File: config.mk
export PLATFORM = sky130hd
export DESIGN_NAME = tacpm_core
export DESIGN_NICKNAME = d
export VERILOG_FILES = /design/src/rtl/unused_placeholder_none.sv /design/src/rtl/tacpm_pkg.sv /design/src/rtl/tacpm_sync_edge.sv /design/src/rtl/tacpm_core.sv
export SDC_FILE = /design/constraint.sdc
export NUM_CORES = 1
export LEC_CHECK = 0
export ABC_CLOCK_PERIOD_IN_PS = 3100
export BUFFER_PORTS_ARGS = -buffer_cell sky130_fd_sc_hd__buf_2
export CAP_MARGIN = 10
export CORE_MARGIN = 3
export CORE_UTILIZATION = 46
export DETAILED_ROUTE_END_ITERATION = 10
export SLEW_MARGIN = 0
export SYNTH_ARGS = -nofsm -noshare
export SYNTH_HDL_FRONTEND = slang
export SYNTH_HIERARCHICAL = 1
export SYNTH_SLANG_ARGS = --single-unit
export TNS_END_PERCENT = 10
File: constraint.sdc
create_clock -name clk_i -period 3.1 [get_ports clk_i]
set_input_delay 0.465 -clock clk_i [delete_from_list [all_inputs] [get_ports clk_i]]
set_output_delay 0.465 -clock clk_i [all_outputs]
set_load 0.005 [all_outputs]
File: src/rtl/unused_placeholder_none.sv
// holds no logic of its own
`timescale 1ns/1ps
`default_nettype none
`default_nettype wire

File: src/rtl/tacpm_pkg.sv
// shared constants for the touch adc control word and power manager
package tacpm_pkg;
    // control word field positions
    localparam int unsigned START_POS = 7;
    localparam int unsigned CHAN_HI = 6;
    localparam int unsigned CHAN_LO = 4;
    localparam int unsigned RES_POS = 3;
    localparam int unsigned REFSEL_POS = 2;
    localparam int unsigned PWR_HI_POS = 1;
    localparam int unsigned PWR_LO_POS = 0;
    localparam int unsigned WORD_BITS = 8;
    // values after reset
    localparam logic [1:0] PWR_RESET = 2'h2;
    localparam logic [2:0] CHAN_RESET = 3'h0;
    // frame timing in falling serial clock edges after the start marker
    localparam logic [4:0] EDGE_ADC_UP = 5'h04;
    localparam logic [4:0] EDGE_CTRL_DONE = 5'h0A;
    localparam logic [4:0] EDGE_CONV_DONE_12 = 5'h14;
    localparam logic [4:0] EDGE_CONV_DONE_8 = 5'h10;
    localparam logic [4:0] EDGE_REARM_12 = 5'h0E;
    localparam logic [4:0] EDGE_REARM_8 = 5'h0A;
    // serial sequencer states
    typedef enum logic [3:0] {
        TACPM_IDLE = 4'h1,
        TACPM_LOAD = 4'h2,
        TACPM_ACQ = 4'h4,
        TACPM_CONV = 4'h8
    } tacpm_state_t;
endpackage

File: src/rtl/tacpm_sync_edge.sv
// two-flop synchroniser with rise and fall detection
`timescale 1ns/1ps
`default_nettype none
module tacpm_sync_edge (
    // clock and reset
    input wire logic clk_i,
    input wire logic rst_i,
    // async level in
    input wire logic async_i,
    input wire logic reset_level_i,
    // synchronised level and edges
    output logic level_o,
    output logic rise_o,
    output logic fall_o
);
    logic meta;
    logic sync;
    logic last;

    always_ff @(posedge clk_i) begin
        if (rst_i) begin
            meta <= reset_level_i;
            sync <= reset_level_i;
            last <= reset_level_i;
        end else begin
            meta <= async_i;
            sync <= meta;
            last <= sync;
        end
    end

    // flops start at the pin's idle level, so no false edge follows reset
    assign level_o = sync;
    assign rise_o = sync & ~last;
    assign fall_o = ~sync & last;
endmodule // tacpm_sync_edge
`default_nettype wire

File: src/rtl/tacpm_core.sv
// control word decoder, serial sequencer and power manager of the touch adc
// How it works
// RULE1 - after reset power_ctl_low is 0 and power_ctl_high is 1
// RULE2 - word starts at first high bit on the serial input, as bit 7
// RULE3 - next word may start after 15 clocks (12-bit) or 11 (8-bit)
// RULE4 - channel bits 6..4 and reference select bit 2 steer mux and drivers
// RULE5 - bit 3 picks 12-bit conversion when 0, 8-bit when 1
// RULE6 - power bits 1 and 0 choose one of four power configurations
// RULE7 - with 00 reference off at once, adc off only between conversions
// RULE8 - low power bit 0: finish conversion, then adc off, or on select release
// RULE9 - adc is back at full power at the next conversion start, no delay
// RULE10 - with 00 the y-minus switch is closed while powered down
// RULE11 - high power bit 0: reference stays off during ratiometric conversions
// RULE12 - with 01 reference off at once and adc on permanently
// RULE13 - with 10 reference on permanently, adc off between conversions
// RULE14 - with 11 everything on and touch alert disabled; otherwise enabled
// RULE15 - reference on/off is independent of adc power
// RULE16 - adc powers up on falling edge 4 and down on falling edge 20; the code powers it down on edge 16 in 8-bit mode
// RULE17 - reference select 1 is single-ended, 0 is ratiometric
// RULE18 - start marker disables the touch alert until new power bits load; the code keeps it off until the frame ends
// RULE19 - power bits take effect when the word completes, at conversion start
// RULE20 - bits before the marker are ignored; later bits load 6 down to 0
// RULE21 - host keeps select low through word and conversion
`timescale 1ns/1ps
`default_nettype none
module tacpm_core
    import tacpm_pkg::*;
(
    // clock and reset
    input wire logic clk_i,
    input wire logic rst_i,
    // serial pins from the host
    input wire logic select_n_i,
    input wire logic serial_clock_i,
    input wire logic serial_data_i,
    // touch sensing
    input wire logic touch_sense_i,
    // touch alert open-drain pin, enable low while driving low
    output logic touch_alert_n_o,
    output logic touch_alert_oe_n_o,
    // decoded control fields
    output logic [2:0] channel_select_bits_o,
    output logic resolution_8bit_o,
    output logic reference_mode_select_o,
    output logic power_ctl_high_o,
    output logic power_ctl_low_o,
    // analog power and switch controls, conversion status
    output logic reference_on_o,
    output logic adc_powered_o,
    output logic ymin_switch_on_o,
    output logic sample_hold_o,
    output logic converting_o,
    output logic word_ready_o
);
    // synchronised pins and their edges
    logic sel_n;
    logic sel_rise;
    logic sclk_fall;
    logic sclk_rise;
    logic din;
    logic din_meta;
    logic touch;
    // sequencer
    tacpm_state_t state;
    tacpm_state_t next_state;
    logic [4:0] edge_cnt;
    logic [6:0] shift;
    // loaded control word and power state
    logic [2:0] chan;
    logic res8;
    logic refsel;
    logic [1:0] pwr;
    logic [2:0] pwr_cfg;
    logic alert_en;
    logic adc_active;
    // frame events
    logic marker_seen;
    logic word_loaded;
    logic conv_start;
    logic frame_end;

    tacpm_sync_edge u_sclk (
        .clk_i(clk_i),
        .rst_i(rst_i),
        .async_i(serial_clock_i),
        .reset_level_i(1'b0),
        .level_o(),
        .rise_o(sclk_rise),
        .fall_o(sclk_fall)
    );

    tacpm_sync_edge u_sel (
        .clk_i(clk_i),
        .rst_i(rst_i),
        .async_i(select_n_i),
        .reset_level_i(1'b1),
        .level_o(sel_n),
        .rise_o(sel_rise),
        .fall_o()
    );

    // panel touch level is asynchronous as well
    tacpm_sync_edge u_touch (
        .clk_i(clk_i),
        .rst_i(rst_i),
        .async_i(touch_sense_i),
        .reset_level_i(1'b0),
        .level_o(touch),
        .rise_o(),
        .fall_o()
    );

    // data pin also needs two flops; sampled on the synchronised clock rise
    logic din_sync;
    always_ff @(posedge clk_i) begin
        if (rst_i) begin
            din_meta <= 1'b0;
            din_sync <= 1'b0;
        end else begin
            din_meta <= serial_data_i;
            din_sync <= din_meta;
        end
    end
    assign din = din_sync;

    function automatic logic [4:0] conv_done_edge(input logic is8);
        conv_done_edge = is8 ? EDGE_CONV_DONE_8 : EDGE_CONV_DONE_12;
    endfunction

    function automatic logic [4:0] rearm_edge(input logic is8);
        rearm_edge = is8 ? EDGE_REARM_8 : EDGE_REARM_12;
    endfunction

    // power configuration: {reference on, adc kept on, alert allowed}
    function automatic logic [2:0] power_decode(input logic [1:0] p);
        case (p)
            2'h0: power_decode = 3'h1; // RULE7 RULE10
            2'h1: power_decode = 3'h3; // RULE12
            2'h2: power_decode = 3'h5; // RULE13
            2'h3: power_decode = 3'h6; // RULE14
            default: power_decode = 3'h1;
        endcase
    endfunction

    assign pwr_cfg = power_decode(pwr); // RULE6
    // frame events seen from the sequencer
    assign marker_seen = next_state == TACPM_LOAD && state != TACPM_LOAD;
    assign word_loaded = state == TACPM_LOAD && next_state == TACPM_ACQ;
    assign conv_start = state == TACPM_ACQ && next_state == TACPM_CONV;
    assign frame_end = state != TACPM_IDLE && next_state == TACPM_IDLE;

    // sequencer: idle until first high bit, then count falling edges
    always_comb begin
        next_state = state;
        case (state)
            TACPM_IDLE: begin
                if (sclk_rise && din && !sel_n) begin
                    next_state = TACPM_LOAD; // RULE2 RULE20
                end
            end
            TACPM_LOAD: begin
                if (sclk_fall && edge_cnt == 5'(WORD_BITS - 1)) begin
                    next_state = TACPM_ACQ;
                end
            end
            TACPM_ACQ: begin
                if (sclk_fall && edge_cnt == EDGE_CTRL_DONE - 5'h01) begin
                    next_state = TACPM_CONV; // RULE19
                end
            end
            TACPM_CONV: begin
                if (sclk_fall && edge_cnt == conv_done_edge(res8) - 5'h01) begin
                    next_state = TACPM_IDLE;
                end
            end
            default: next_state = TACPM_IDLE;
        endcase
        // overlapped next word may start once the rearm point is passed
        if (state == TACPM_CONV && sclk_rise && din && !sel_n
            && edge_cnt >= rearm_edge(res8)) begin
            next_state = TACPM_LOAD; // RULE3
        end
        if (sel_n) begin
            next_state = TACPM_IDLE; // RULE21
        end
    end

    always_ff @(posedge clk_i) begin
        if (rst_i) begin
            state <= TACPM_IDLE;
        end else begin
            state <= next_state;
        end
    end

    // falling-edge counter, zero at the start marker
    always_ff @(posedge clk_i) begin
        if (rst_i) begin
            edge_cnt <= 5'h00;
        end else if (marker_seen) begin
            // a new marker restarts the count, even in mid-conversion
            edge_cnt <= 5'h00;
        end else if (state != TACPM_IDLE && sclk_fall) begin
            edge_cnt <= edge_cnt + 5'h01;
        end
    end

    // word bits after the marker shift in msb first
    always_ff @(posedge clk_i) begin
        if (rst_i) begin
            shift <= 7'h00;
        end else if (state == TACPM_LOAD && sclk_rise) begin
            shift <= {shift[5:0], din}; // RULE20
        end
    end

    // mux fields update as soon as the word is in, as acquisition starts
    always_ff @(posedge clk_i) begin
        if (rst_i) begin
            chan <= CHAN_RESET;
            res8 <= 1'b0;
            refsel <= 1'b1;
        end else if (word_loaded) begin
            // all seven bits are in by the eighth falling edge
            chan <= shift[CHAN_HI:CHAN_LO]; // RULE4
            res8 <= shift[RES_POS]; // RULE5
            refsel <= shift[REFSEL_POS]; // RULE17
        end
    end

    // power bits only take effect at conversion start
    logic [1:0] pwr_pending;
    always_ff @(posedge clk_i) begin
        if (rst_i) begin
            pwr_pending <= PWR_RESET;
        end else if (word_loaded) begin
            pwr_pending <= shift[PWR_HI_POS:PWR_LO_POS]; // RULE6
        end
    end

    always_ff @(posedge clk_i) begin
        if (rst_i) begin
            pwr <= PWR_RESET; // RULE1
        end else if (conv_start) begin
            // old power state rules until acquisition ends
            pwr <= pwr_pending; // RULE19 RULE6
        end
    end

    // alert enable: cleared by a marker, reloaded from new power bits
    always_ff @(posedge clk_i) begin
        if (rst_i) begin
            alert_en <= 1'b1;
        end else if (marker_seen) begin
            alert_en <= 1'b0; // RULE18
        end else if (frame_end) begin
            // covers conversion end and a select release in mid-frame
            alert_en <= pwr_cfg[0]; // RULE14
        end else if (state == TACPM_IDLE && alert_en == 1'b0 && sel_rise) begin
            alert_en <= pwr_cfg[0];
        end
    end

    // adc busy window: edge 4 to conversion end, cut by select release
    always_ff @(posedge clk_i) begin
        if (rst_i) begin
            adc_active <= 1'b0;
        end else if (sel_rise || sel_n) begin
            adc_active <= 1'b0; // RULE8
        end else if (state != TACPM_IDLE && sclk_fall && edge_cnt == EDGE_ADC_UP - 5'h01) begin
            adc_active <= 1'b1; // RULE16 RULE9
        end else if (state == TACPM_CONV && next_state == TACPM_IDLE) begin
            adc_active <= 1'b0; // RULE16
        end
    end

    // registered field outputs
    always_ff @(posedge clk_i) begin
        if (rst_i) begin
            channel_select_bits_o <= CHAN_RESET;
            resolution_8bit_o <= 1'b0;
            reference_mode_select_o <= 1'b1;
        end else begin
            channel_select_bits_o <= chan;
            resolution_8bit_o <= res8;
            reference_mode_select_o <= refsel;
        end
    end

    // registered power bits
    always_ff @(posedge clk_i) begin
        if (rst_i) begin
            power_ctl_high_o <= PWR_RESET[PWR_HI_POS];
            power_ctl_low_o <= PWR_RESET[PWR_LO_POS];
        end else begin
            power_ctl_high_o <= pwr[PWR_HI_POS];
            power_ctl_low_o <= pwr[PWR_LO_POS];
        end
    end

    // analog power and switch controls
    always_ff @(posedge clk_i) begin
        if (rst_i) begin
            reference_on_o <= 1'b1;
            adc_powered_o <= 1'b0;
            ymin_switch_on_o <= 1'b0;
        end else begin
            // reference follows the high bit alone, so ratiometric frames never wake it
            reference_on_o <= pwr_cfg[2]; // RULE7 RULE11 RULE12 RULE13 RULE15
            // busy window wakes the adc in the power-down configurations
            adc_powered_o <= pwr_cfg[1] | adc_active; // RULE7 RULE9 RULE12 RULE13 RULE14
            ymin_switch_on_o <= (pwr == 2'h0) & ~adc_active; // RULE10
        end
    end

    // conversion status
    always_ff @(posedge clk_i) begin
        if (rst_i) begin
            sample_hold_o <= 1'b0;
            converting_o <= 1'b0;
            word_ready_o <= 1'b0;
        end else begin
            // hold and busy share one level; the track stage has no timing of its own
            sample_hold_o <= (state == TACPM_CONV);
            converting_o <= (state == TACPM_CONV);
            word_ready_o <= conv_start; // RULE19
        end
    end

    // open drain alert: pulled low only while touched and enabled
    always_ff @(posedge clk_i) begin
        if (rst_i) begin
            // the pin only ever pulls low; the pull-up gives the idle high
            touch_alert_n_o <= 1'b0;
            touch_alert_oe_n_o <= 1'b1;
        end else begin
            touch_alert_n_o <= 1'b0;
            touch_alert_oe_n_o <= ~(alert_en & touch); // RULE14 RULE18
        end
    end
endmodule // tacpm_core
`default_nettype wire

### Word-level counts from Yosys, hierarchy flattened

Cells that the tools add are included.

| storage, ports and cells | value |
|---|---|
| bits in registers | 50 |
| bits of input ports | 6 |

| operators by class | value |
|---|---|
| $add $sub $neg | 2 |
| $lt $le $gt $ge | 1 |
| equal/unequal tests | 17 |
| mux-type cells | 15 |
| bitwise gates (word level) | 12 |
| reductions and logical operators | 26 |

Operator list:

| operator | count |
|---|---|
| two-way mux 4 bit | 6 |
| logical AND 1 bit | 19 |
| case mux 4 bit (4 select lines) | 1 |
| case mux 3 bit (4 select lines) | 1 |
| == test 4 x 1 -> 1 bit, second input constant | 2 |
| == test 4 x 2 -> 1 bit, second input constant | 2 |
| == test 4 x 3 -> 1 bit, second input constant | 2 |
| == test 4 bit, second input constant | 2 |
| two-way mux 3 bit | 2 |
| NOT 1 bit | 6 |
| adder 5 x 1 -> 5 bit, second input constant | 1 |
| bitwise AND 1 bit | 5 |
| == test 5 x 2 -> 1 bit, second input constant | 1 |
| == test 5 x 3 -> 1 bit, second input constant | 1 |
| == test 5 x 4 -> 1 bit, second input constant | 1 |
| == test 5 bit | 1 |
| >= comparator 5 x 4 -> 1 bit | 1 |
| two-way mux 1 bit | 5 |
| subtractor 5 x 1 -> 5 bit, second input constant | 1 |
| == test 2 bit, second input constant | 2 |
| inequality test 4 x 1 -> 1 bit, second input constant | 1 |
| inequality test 4 x 2 -> 1 bit, second input constant | 1 |
| OR reduction 2 bit | 2 |
| nonzero test 3 bit | 1 |
| 6 further kinds | 6 |

### Logic depth before layout (Yosys ltp)

Gate-level depths: netlist of run 1.

| depth | value |
|---|---|
| word-level depth | 12 |
| gate-level depth with buffers | 8 |
| gate-level depth less buffers | 8 |

### Hierarchy

The synthesis of run 1 kept the hierarchy.

By module, submodules not included:

| module | instances | cells each | area an instance (µm²) | sequential area each (µm²) |
|---|---|---|---|---|
| tacpm_core | 1 | 182 | 1735.4 | 840.8 |
| tacpm_sync_edge | 3 | 8 | 106.4 | 60.1 |

### Least setup slack after synthesis of run 1

OpenSTA, ideal clock, no wires.

| timing | value |
|---|---|
| path kind | register -> register |
| start | register edge_cnt[0] |
| end | register pwr_pending[0] |
| arrival time | 1.687 ns |
| required time | 2.972 ns |
| path slack | 1.286 ns |
| cell stages (with the launch flop) | 9 |
| buffers on the path | 0 |
| cells stage by stage | dfxtp_1 > inv_1 > ha_1 > o211ai_1 > a21oi_4 > a221oi_2 > nand3_2 > mux2i_1 > nor2_1 |

| on the way | value |
|---|---|
| longest elaborated chain between the ends | 8 |
| elaborated cells between the ends (all ways) | 16 |
| classes of those cells | 1 x order compare; 4 x eq/ne; 6 x mux; 5 x reduce/logical |

RTL lines:

| element | RTL line | source |
|---|---|---|
| start: declaration | tacpm_core.sv:66 | `logic [4:0] edge_cnt;` |
| start signal: assignment | tacpm_core.sv:204 | `edge_cnt <= edge_cnt + 5'h01;` |
| == test 5 bit (tied with other cells) | tacpm_core.sv:172 | `if (sclk_fall && edge_cnt == conv_done_edge(res8) - 5'h01) begin` |
| logical AND 1 bit, on equally long branches | tacpm_core.sv:172, tacpm_core.sv:162, tacpm_core.sv:167 |  |
| two-way mux 4 bit, on equally long branches | tacpm_core.sv:172, tacpm_core.sv:162, tacpm_core.sv:167 |  |
| case mux 4 bit (4 select lines) | tacpm_core.sv:155 | `case (state)` |
| two-way mux 4 bit (*) | tacpm_core.sv:179 | `if (state == TACPM_CONV && sclk_rise && din && !sel_n` |
| two-way mux 4 bit (*) | tacpm_core.sv:183 | `if (sel_n) begin` |
| == test 4 x 3 -> 1 bit (*) | tacpm_core.sv:148 | `assign word_loaded = state == TACPM_LOAD && next_state == TACPM_ACQ;` |
| logical AND 1 bit (*) | tacpm_core.sv:148 |  |
| end signal: assignment | tacpm_core.sv:237 | `pwr_pending <= shift[PWR_HI_POS:PWR_LO_POS];` |
| end: declaration | tacpm_core.sv:232 | `logic [1:0] pwr_pending;` |

Mark *: on every way between the ends. The rest lies on a longest branch, timed or not.
A chain may end at the register's enable or synchronous reset.

### Worst setup path after layout of run 1

| timing | value |
|---|---|
| start | register edge_cnt[0] |
| end | register pwr_pending[1] |

Same word-level chain as after synthesis.

==> metrics.yaml, run 1 <==
die:
  initial_utilization_pct: 48.7
  coreArea_um2: 4120
  dieWidth_um: 72.0
  number_of_placement_rows: 23
  top_level_ports: 21
  die_y_um: 72.0
  dieArea_um2: 5190
clocking:
  cts_tree: "built"
  ctsHoldBuffers: 0
  clkSlewWorstSetupHoldPaths_ns: 0.09
  cts-htree-levels: 2
  clkSinkCount: 50
  cts-root-buf: "clkbuf_8"
  clock_latency_at_the_later_pin_of_the_worst_skew_pair_ns: 0.30
  cts-resized-gates: 0
  cts-root-to-sink-buffers: 2
  cts_setup_buffers: 0
  cts_inserted_buffers: 5
timing:
  slew_headroom_pct: 53.6
  slew_viol_final: 0
  postLayoutSetupSlackWorst_ns: 1.00
  final.setup.tns_ns: 0
  setup_viol_count_final: 0
  max_freq_mhz: 477
  rsz_0062_raised_after_global_routing: "no"
  time_the_final_worst_path_needs_with_i_o_delays_and_setup_ns: 2.10
  finClkSkew_ns: 0.0104
  fin_crit_sh_pct: 67.6
  tightest_pin_transition_ns: 0.695
  finalHoldViolCount: 0
power:
  worst_ir_drop_on_vdd_uv: 320
  p_per_area_nw_per_um2: 514
  p_leak_nw: 0.952
routing:
  first_pass_iters: 4
  vias_after_detailed_routing: 1394
  finalWirelength_um: 3480
  drc_errors: 0
  wl_per_cell_um: 12.6
  post_drt_via_cell_ratio: 5.05
  final_ant_viol_nets: 0
  drt_first_iter_violations: 80
setup_path:
  required_ns: 3.29
  setup.worst_path.end_class: "flip-flop"
  critical_path_s_slowest_cell: "dfxtp_1"
  critical_path_class: "flip-flop to flip-flop"
  critPathLaunchType: "flip-flop"
  timing.critical_path.fanout_max: 9
  crit_chain: "inv_1 > ha_1 > o211ai_1 > a21oi_4 > a221oi_2 > nand3_2 > nor3_1 > a21oi_1"
  timing.critical_path.max_delay_family: "compound AO/OA/AOI/OAI gates"
  arr_time_crit_path_ns: 2.29
  critPathMaxStageDelay_ns: 0.42
  cp_num_buf_inv: 1
final_layout:
  antenna-diode-count: 0
  filler_cell_count: 386
  final_net_count: 235
  area.growth.synth_to_final_pct: 11.9
  layout-drive-gt1-share_pct: 19.0
place:
  place_worst_setup_slack_ns: 0.990
  detailedPlacementHpwl_um: 2540
  place_congestion: 0.830
  portBuffers: 19
yosys:
  avgSynthCellArea_um2: 9.97
  synth.cell_area_um2: 2000
  syn-instance-count: 201
  yosysWarnings: 6
global_route:
  grt_util_all_layers_pct: 14.8
  grt.overflow.total: 0
  grt_max_degree: 42
  grt_first_pass_wirelength_um: 6060
  first_global_vias: 1359
  antenna_found_initial: 0
outcome:
  outcome: "completed"
run:
  number_of_max_cap_violations: 0
min_path:
  hold_path.class: "input port to flip-flop"
[routing by layer]
metal	vias to the layer above	share of wire, %	wire, um	GRT usage, %
met3	4	3.4	120	4.29
met1	644	49	1720	19.2
li1	723	-	-	-
met5	-	0	0	0
met4	0	1.0	36	4.59
met2	23	46	1610	23.9
[sequential cells by signal, summed over array words and instances (netlist names), 2 cells and up]
name,count
chan,3
channel_select_bits_o,3
edge_cnt,5
pwr,2
pwr_pending,2
shift,7
state,4
[final cells by class]
cell class,count,area (um^2),share of cell area (%)
clock inverters,3,45.0,2.01
flip-flops and latches,50,1000,44.6
multi-input cells,144,951,42.4
well taps,50,62.6,2.79
repair buffers,19,95.1,4.24
clock buffers,5,68.8,3.07
inverters,5,18.8,0.837
[through the flow]
stage | power, mW | hold WS (ns) | instances | util (%) | instance area (um^2)
floorplan | 0.701 | 0.366 | 208 | - | 2030
global placement | 0.710 | 0.382 | 268 | 51.7 | 2130
detailed placement | 0.712 | 0.388 | 268 | 51.7 | 2130
CTS | 1.16 | 0.366 | 276 | 54.5 | 2240
global route | 1.20 | 0.375 | 276 | 54.5 | 2240
finish | 1.15 | 0.378 | 276 | 54.5 | 2240
[path summary, 6_finish.rpt]
kind / slack [ns] / from / end / depth (start not counted)
worst max-delay path: 1.00 / edge_cnt[0] / pwr_pending[1] / 8
worst min register to register: 0.39 / u_touch/level_o / touch_alert_oe_n_o / 1
worst min-delay path: 0.38 / serial_data_i / din_meta / 2
worst max register to register: 1.00 / edge_cnt[0] / pwr_pending[1] / 8
[cell usage in the layout (no fill, tap or decap), types with 2 or more instances in the layout]
cell	instances
buf_2	19
nand4_1	3
xor2_1	4
o211ai_1	2
o21ai_0	2
or2_2	2
mux2i_1	14
nor4b_1	2
mux2_2	8
nor3_1	7
nand2b_1	2
clkbuf_8	5
nand3b_1	2
a21oi_1	6
ha_1	4
nor2_1	30
dfxtp_1	50
inv_1	5
conb_1	9
nand3_1	2
clkinvlp_4	2
a211o_1	2
nand2_1	10
nor2b_1	13
[power by group]
| group | leakage (nW) | internal (mW) | switching, mW |
|---|---|---|---|
| combinational | 0.495 | 0.0169 | 0.0195 |
| sequential | 0.407 | 0.654 | 0.00669 |
| clock | 0.0504 | 0.240 | 0.215 |
| total | 0.952 | 0.911 | 0.241 |
Note: power is estimated with default switching activity, not from simulation.
==> run 2: changes to the inputs <==
- ABC_AREA: unset -> 1
- ABC_CLOCK_PERIOD_IN_PS: 3100 -> 2000
- clock period: 3.1 -> 2 ns (I/O delays scaled with it)
==> metrics.yaml, run 2 <==
outcome:
  outcome: "completed"
place:
  detailedPlacementHpwl_um: 2810  # +10%
  place_congestion: 0.854  # +2.9%
  portBuffers: 19  # unchanged
global_route:
  grt_max_degree: 28  # -33%
  grt_util_all_layers_pct: 16.0  # +1.2 points
  antenna_found_initial: 0  # unchanged
  grt_first_pass_wirelength_um: 6660  # +9.9%
  grt.overflow.total: 0  # unchanged
  first_global_vias: 1394  # +2.6%
timing:
  slew_viol_final: 0  # unchanged
  max_freq_mhz: 579  # +21%
  time_the_final_worst_path_needs_with_i_o_delays_and_setup_ns: 1.73  # -0.370 ns
  setup_viol_count_final: 0  # unchanged
  final.setup.tns_ns: 0  # unchanged
  fin_crit_sh_pct: 86.3  # +19 points
  finalHoldViolCount: 0  # unchanged
  rsz_0062_raised_after_global_routing: "no"
  finClkSkew_ns: 0.00547  # -0.00498 ns
final_layout:
  area.growth.synth_to_final_pct: 11.6
  layout-drive-gt1-share_pct: 18.1  # -0.91 points
  final_net_count: 308  # +31%
  filler_cell_count: 404  # +4.7%
  layout.cells.most_common: "nand2_1"
  final_util_pct: 55.4  # +0.87 points
  largest_register_ffs: 7  # unchanged
  antenna-diode-count: 0  # unchanged
  registers.top_by_ff_count: "shift"
  biggestRegsByFlops: "shift x7, edge_cnt x5, state x4"
  commonest_non_fill_non_tap_cells_in_the_layout: "nand2_1 (74), dfxtp_1 (50), inv_1 (31)"
clocking:
  clkSlewWorstSetupHoldPaths_ns: 0.09  # about the same
  cts-htree-levels: 2  # unchanged
  cts-root-buf: "clkbuf_8"
  cts_setup_buffers: 0  # unchanged
  clkSinkCount: 50  # unchanged
  cts_tree: "built"
  cts_inserted_buffers: 5  # unchanged
  cts-root-to-sink-buffers: 2  # unchanged
  clock_latency_at_the_later_pin_of_the_worst_skew_pair_ns: 0.29  # about the same
  cts-resized-gates: 0  # unchanged
  ctsHoldBuffers: 0  # unchanged
setup_path:
  crit_chain: "ha_1 > nand2_1 > inv_1 > nand3_1 > o22ai_2 > nand3_4 > o21ai_0 > a21oi_1"
  required_ns: 2.18  # -1.11 ns
  critPathLaunchType: "flip-flop"
  reg2reg_depth: 8  # unchanged
  r2r_end: "chan[0]"
  critical_path_class: "flip-flop to flip-flop"
  critical_path_s_slowest_cell: "dfxtp_1"
  cp_num_buf_inv: 1  # unchanged
  setup.worst_path.end_class: "flip-flop"
  arr_time_crit_path_ns: 1.91  # -0.38 ns
  timing.critical_path.max_delay_family: "compound AO/OA/AOI/OAI gates"
  timing.critical_path.fanout_max: 14  # +5
  reg2reg_slack_ns: 0.27  # -0.73 ns
  reg_to_reg_startpoint: "edge_cnt[1]"
  critPathMaxStageDelay_ns: 0.41  # about the same
run:
  number_of_max_cap_violations: 0  # unchanged
routing:
  drt_first_iter_violations: 88  # +10%
  vias_after_detailed_routing: 1632  # +17%
  finalWirelength_um: 3770  # +8.4%
  drc_errors: 0  # unchanged
  first_pass_iters: 4  # unchanged
  wl_per_cell_um: 10.8  # -14%
  final_ant_viol_nets: 0  # unchanged
  post_drt_via_cell_ratio: 4.69  # -7.1%
die:
  dieWidth_um: 73.1  # +1.5%
  coreArea_um2: 4170  # +1.4%
  top_level_ports: 21  # unchanged
  number_of_placement_rows: 23  # unchanged
  dieArea_um2: 5340  # +3.0%
  die_y_um: 73.1  # +1.5%
  initial_utilization_pct: 49.6  # +0.89 points
yosys:
  syn-instance-count: 273  # +36%
  yosysWarnings: 6  # unchanged
  avgSynthCellArea_um2: 7.58  # -24%
  synth.cell_area_um2: 2070  # +3.2%
power:
  p_per_area_nw_per_um2: 717  # +40%
  worst_ir_drop_on_vdd_uv: 475  # +49%
  p_leak_nw: 1.03  # +8.3%
min_path:
  hold_path.class: "input port to flip-flop"
  hold_path.startpoint: "touch_sense_i"
  worstHoldEndpoint: "u_touch/meta"
  holdPathStages: 3  # +1
==> run 2: worst max path at each step <==
stage	from	end	slack [ns]	cells past startpoint
2_1_floorplan	u_sclk/last	res8	0.44	10
3_3_place_gp	u_sclk/last	chan[2]	0.25	9
3_5_place_dp	edge_cnt[1]	pwr_pending[0]	0.23	8
4_1_cts	edge_cnt[1]	pwr_pending[0]	0.20	8
5_1_grt	edge_cnt[1]	chan[0]	0.03	8
6_report	edge_cnt[1]	chan[0]	0.27	8
==> run 2: stage by stage <==
stage | hold WS (ns) | power, mW | std cells | setup WS, ns | area [um^2]
floorplan | 0.369 | 1.10 | 275 | 0.442 | 2080
global placement | 0.391 | 1.13 | 341 | 0.250 | 2220
detailed placement | 0.391 | 1.13 | 341 | 0.234 | 2220
CTS | 0.181 | 1.67 | 348 | 0.201 | 2300
global route | 0.191 | 1.73 | 348 | 0.0339 | 2310
finish | 0.191 | 1.65 | 348 | 0.274 | 2310
==> run 2: final cells by class <==
cell class | instances | area (um^2) | share of cell area, %
flip-flops and latches | 50 | 1000 | 43.3
multi-input cells | 180 | 898 | 38.9
inverters | 38 | 143 | 6.18
repair buffers | 23 | 125 | 5.42
clock buffers | 6 | 72.6 | 3.14
well taps | 50 | 62.6 | 2.71
clock inverters | 1 | 7.51 | 0.325
==> run 2: report_power, final <==
part	internal [mW]	switching, mW	total [mW]	leakage [nW]
registers	1.01	0.00859	1.02	0.407
logic	0.0289	0.0554	0.0843	0.587
clock network	0.240	0.308	0.549	0.0373
==> run 2: layer usage <==
metal | vias up | share of wire [%] | global-route usage (%)
li1 | 893 | - | -
met3 | 4 | 4.3 | 4.27
met1 | 698 | 52 | 23.5
met5 | - | 0 | 0
met4 | 0 | 1.2 | 4.92
met2 | 37 | 42 | 22.5
==> run 2: worst reg2reg max path: stages (launching register included) <==
cell and delay [ns]:
dfxtp_1 0.41, ha_1 0.18, nand2_1 0.08, inv_1 0.07, nand3_1 0.12, o22ai_2 0.30, nand3_4 0.21, o21ai_0 0.20
a21oi_1 0.05
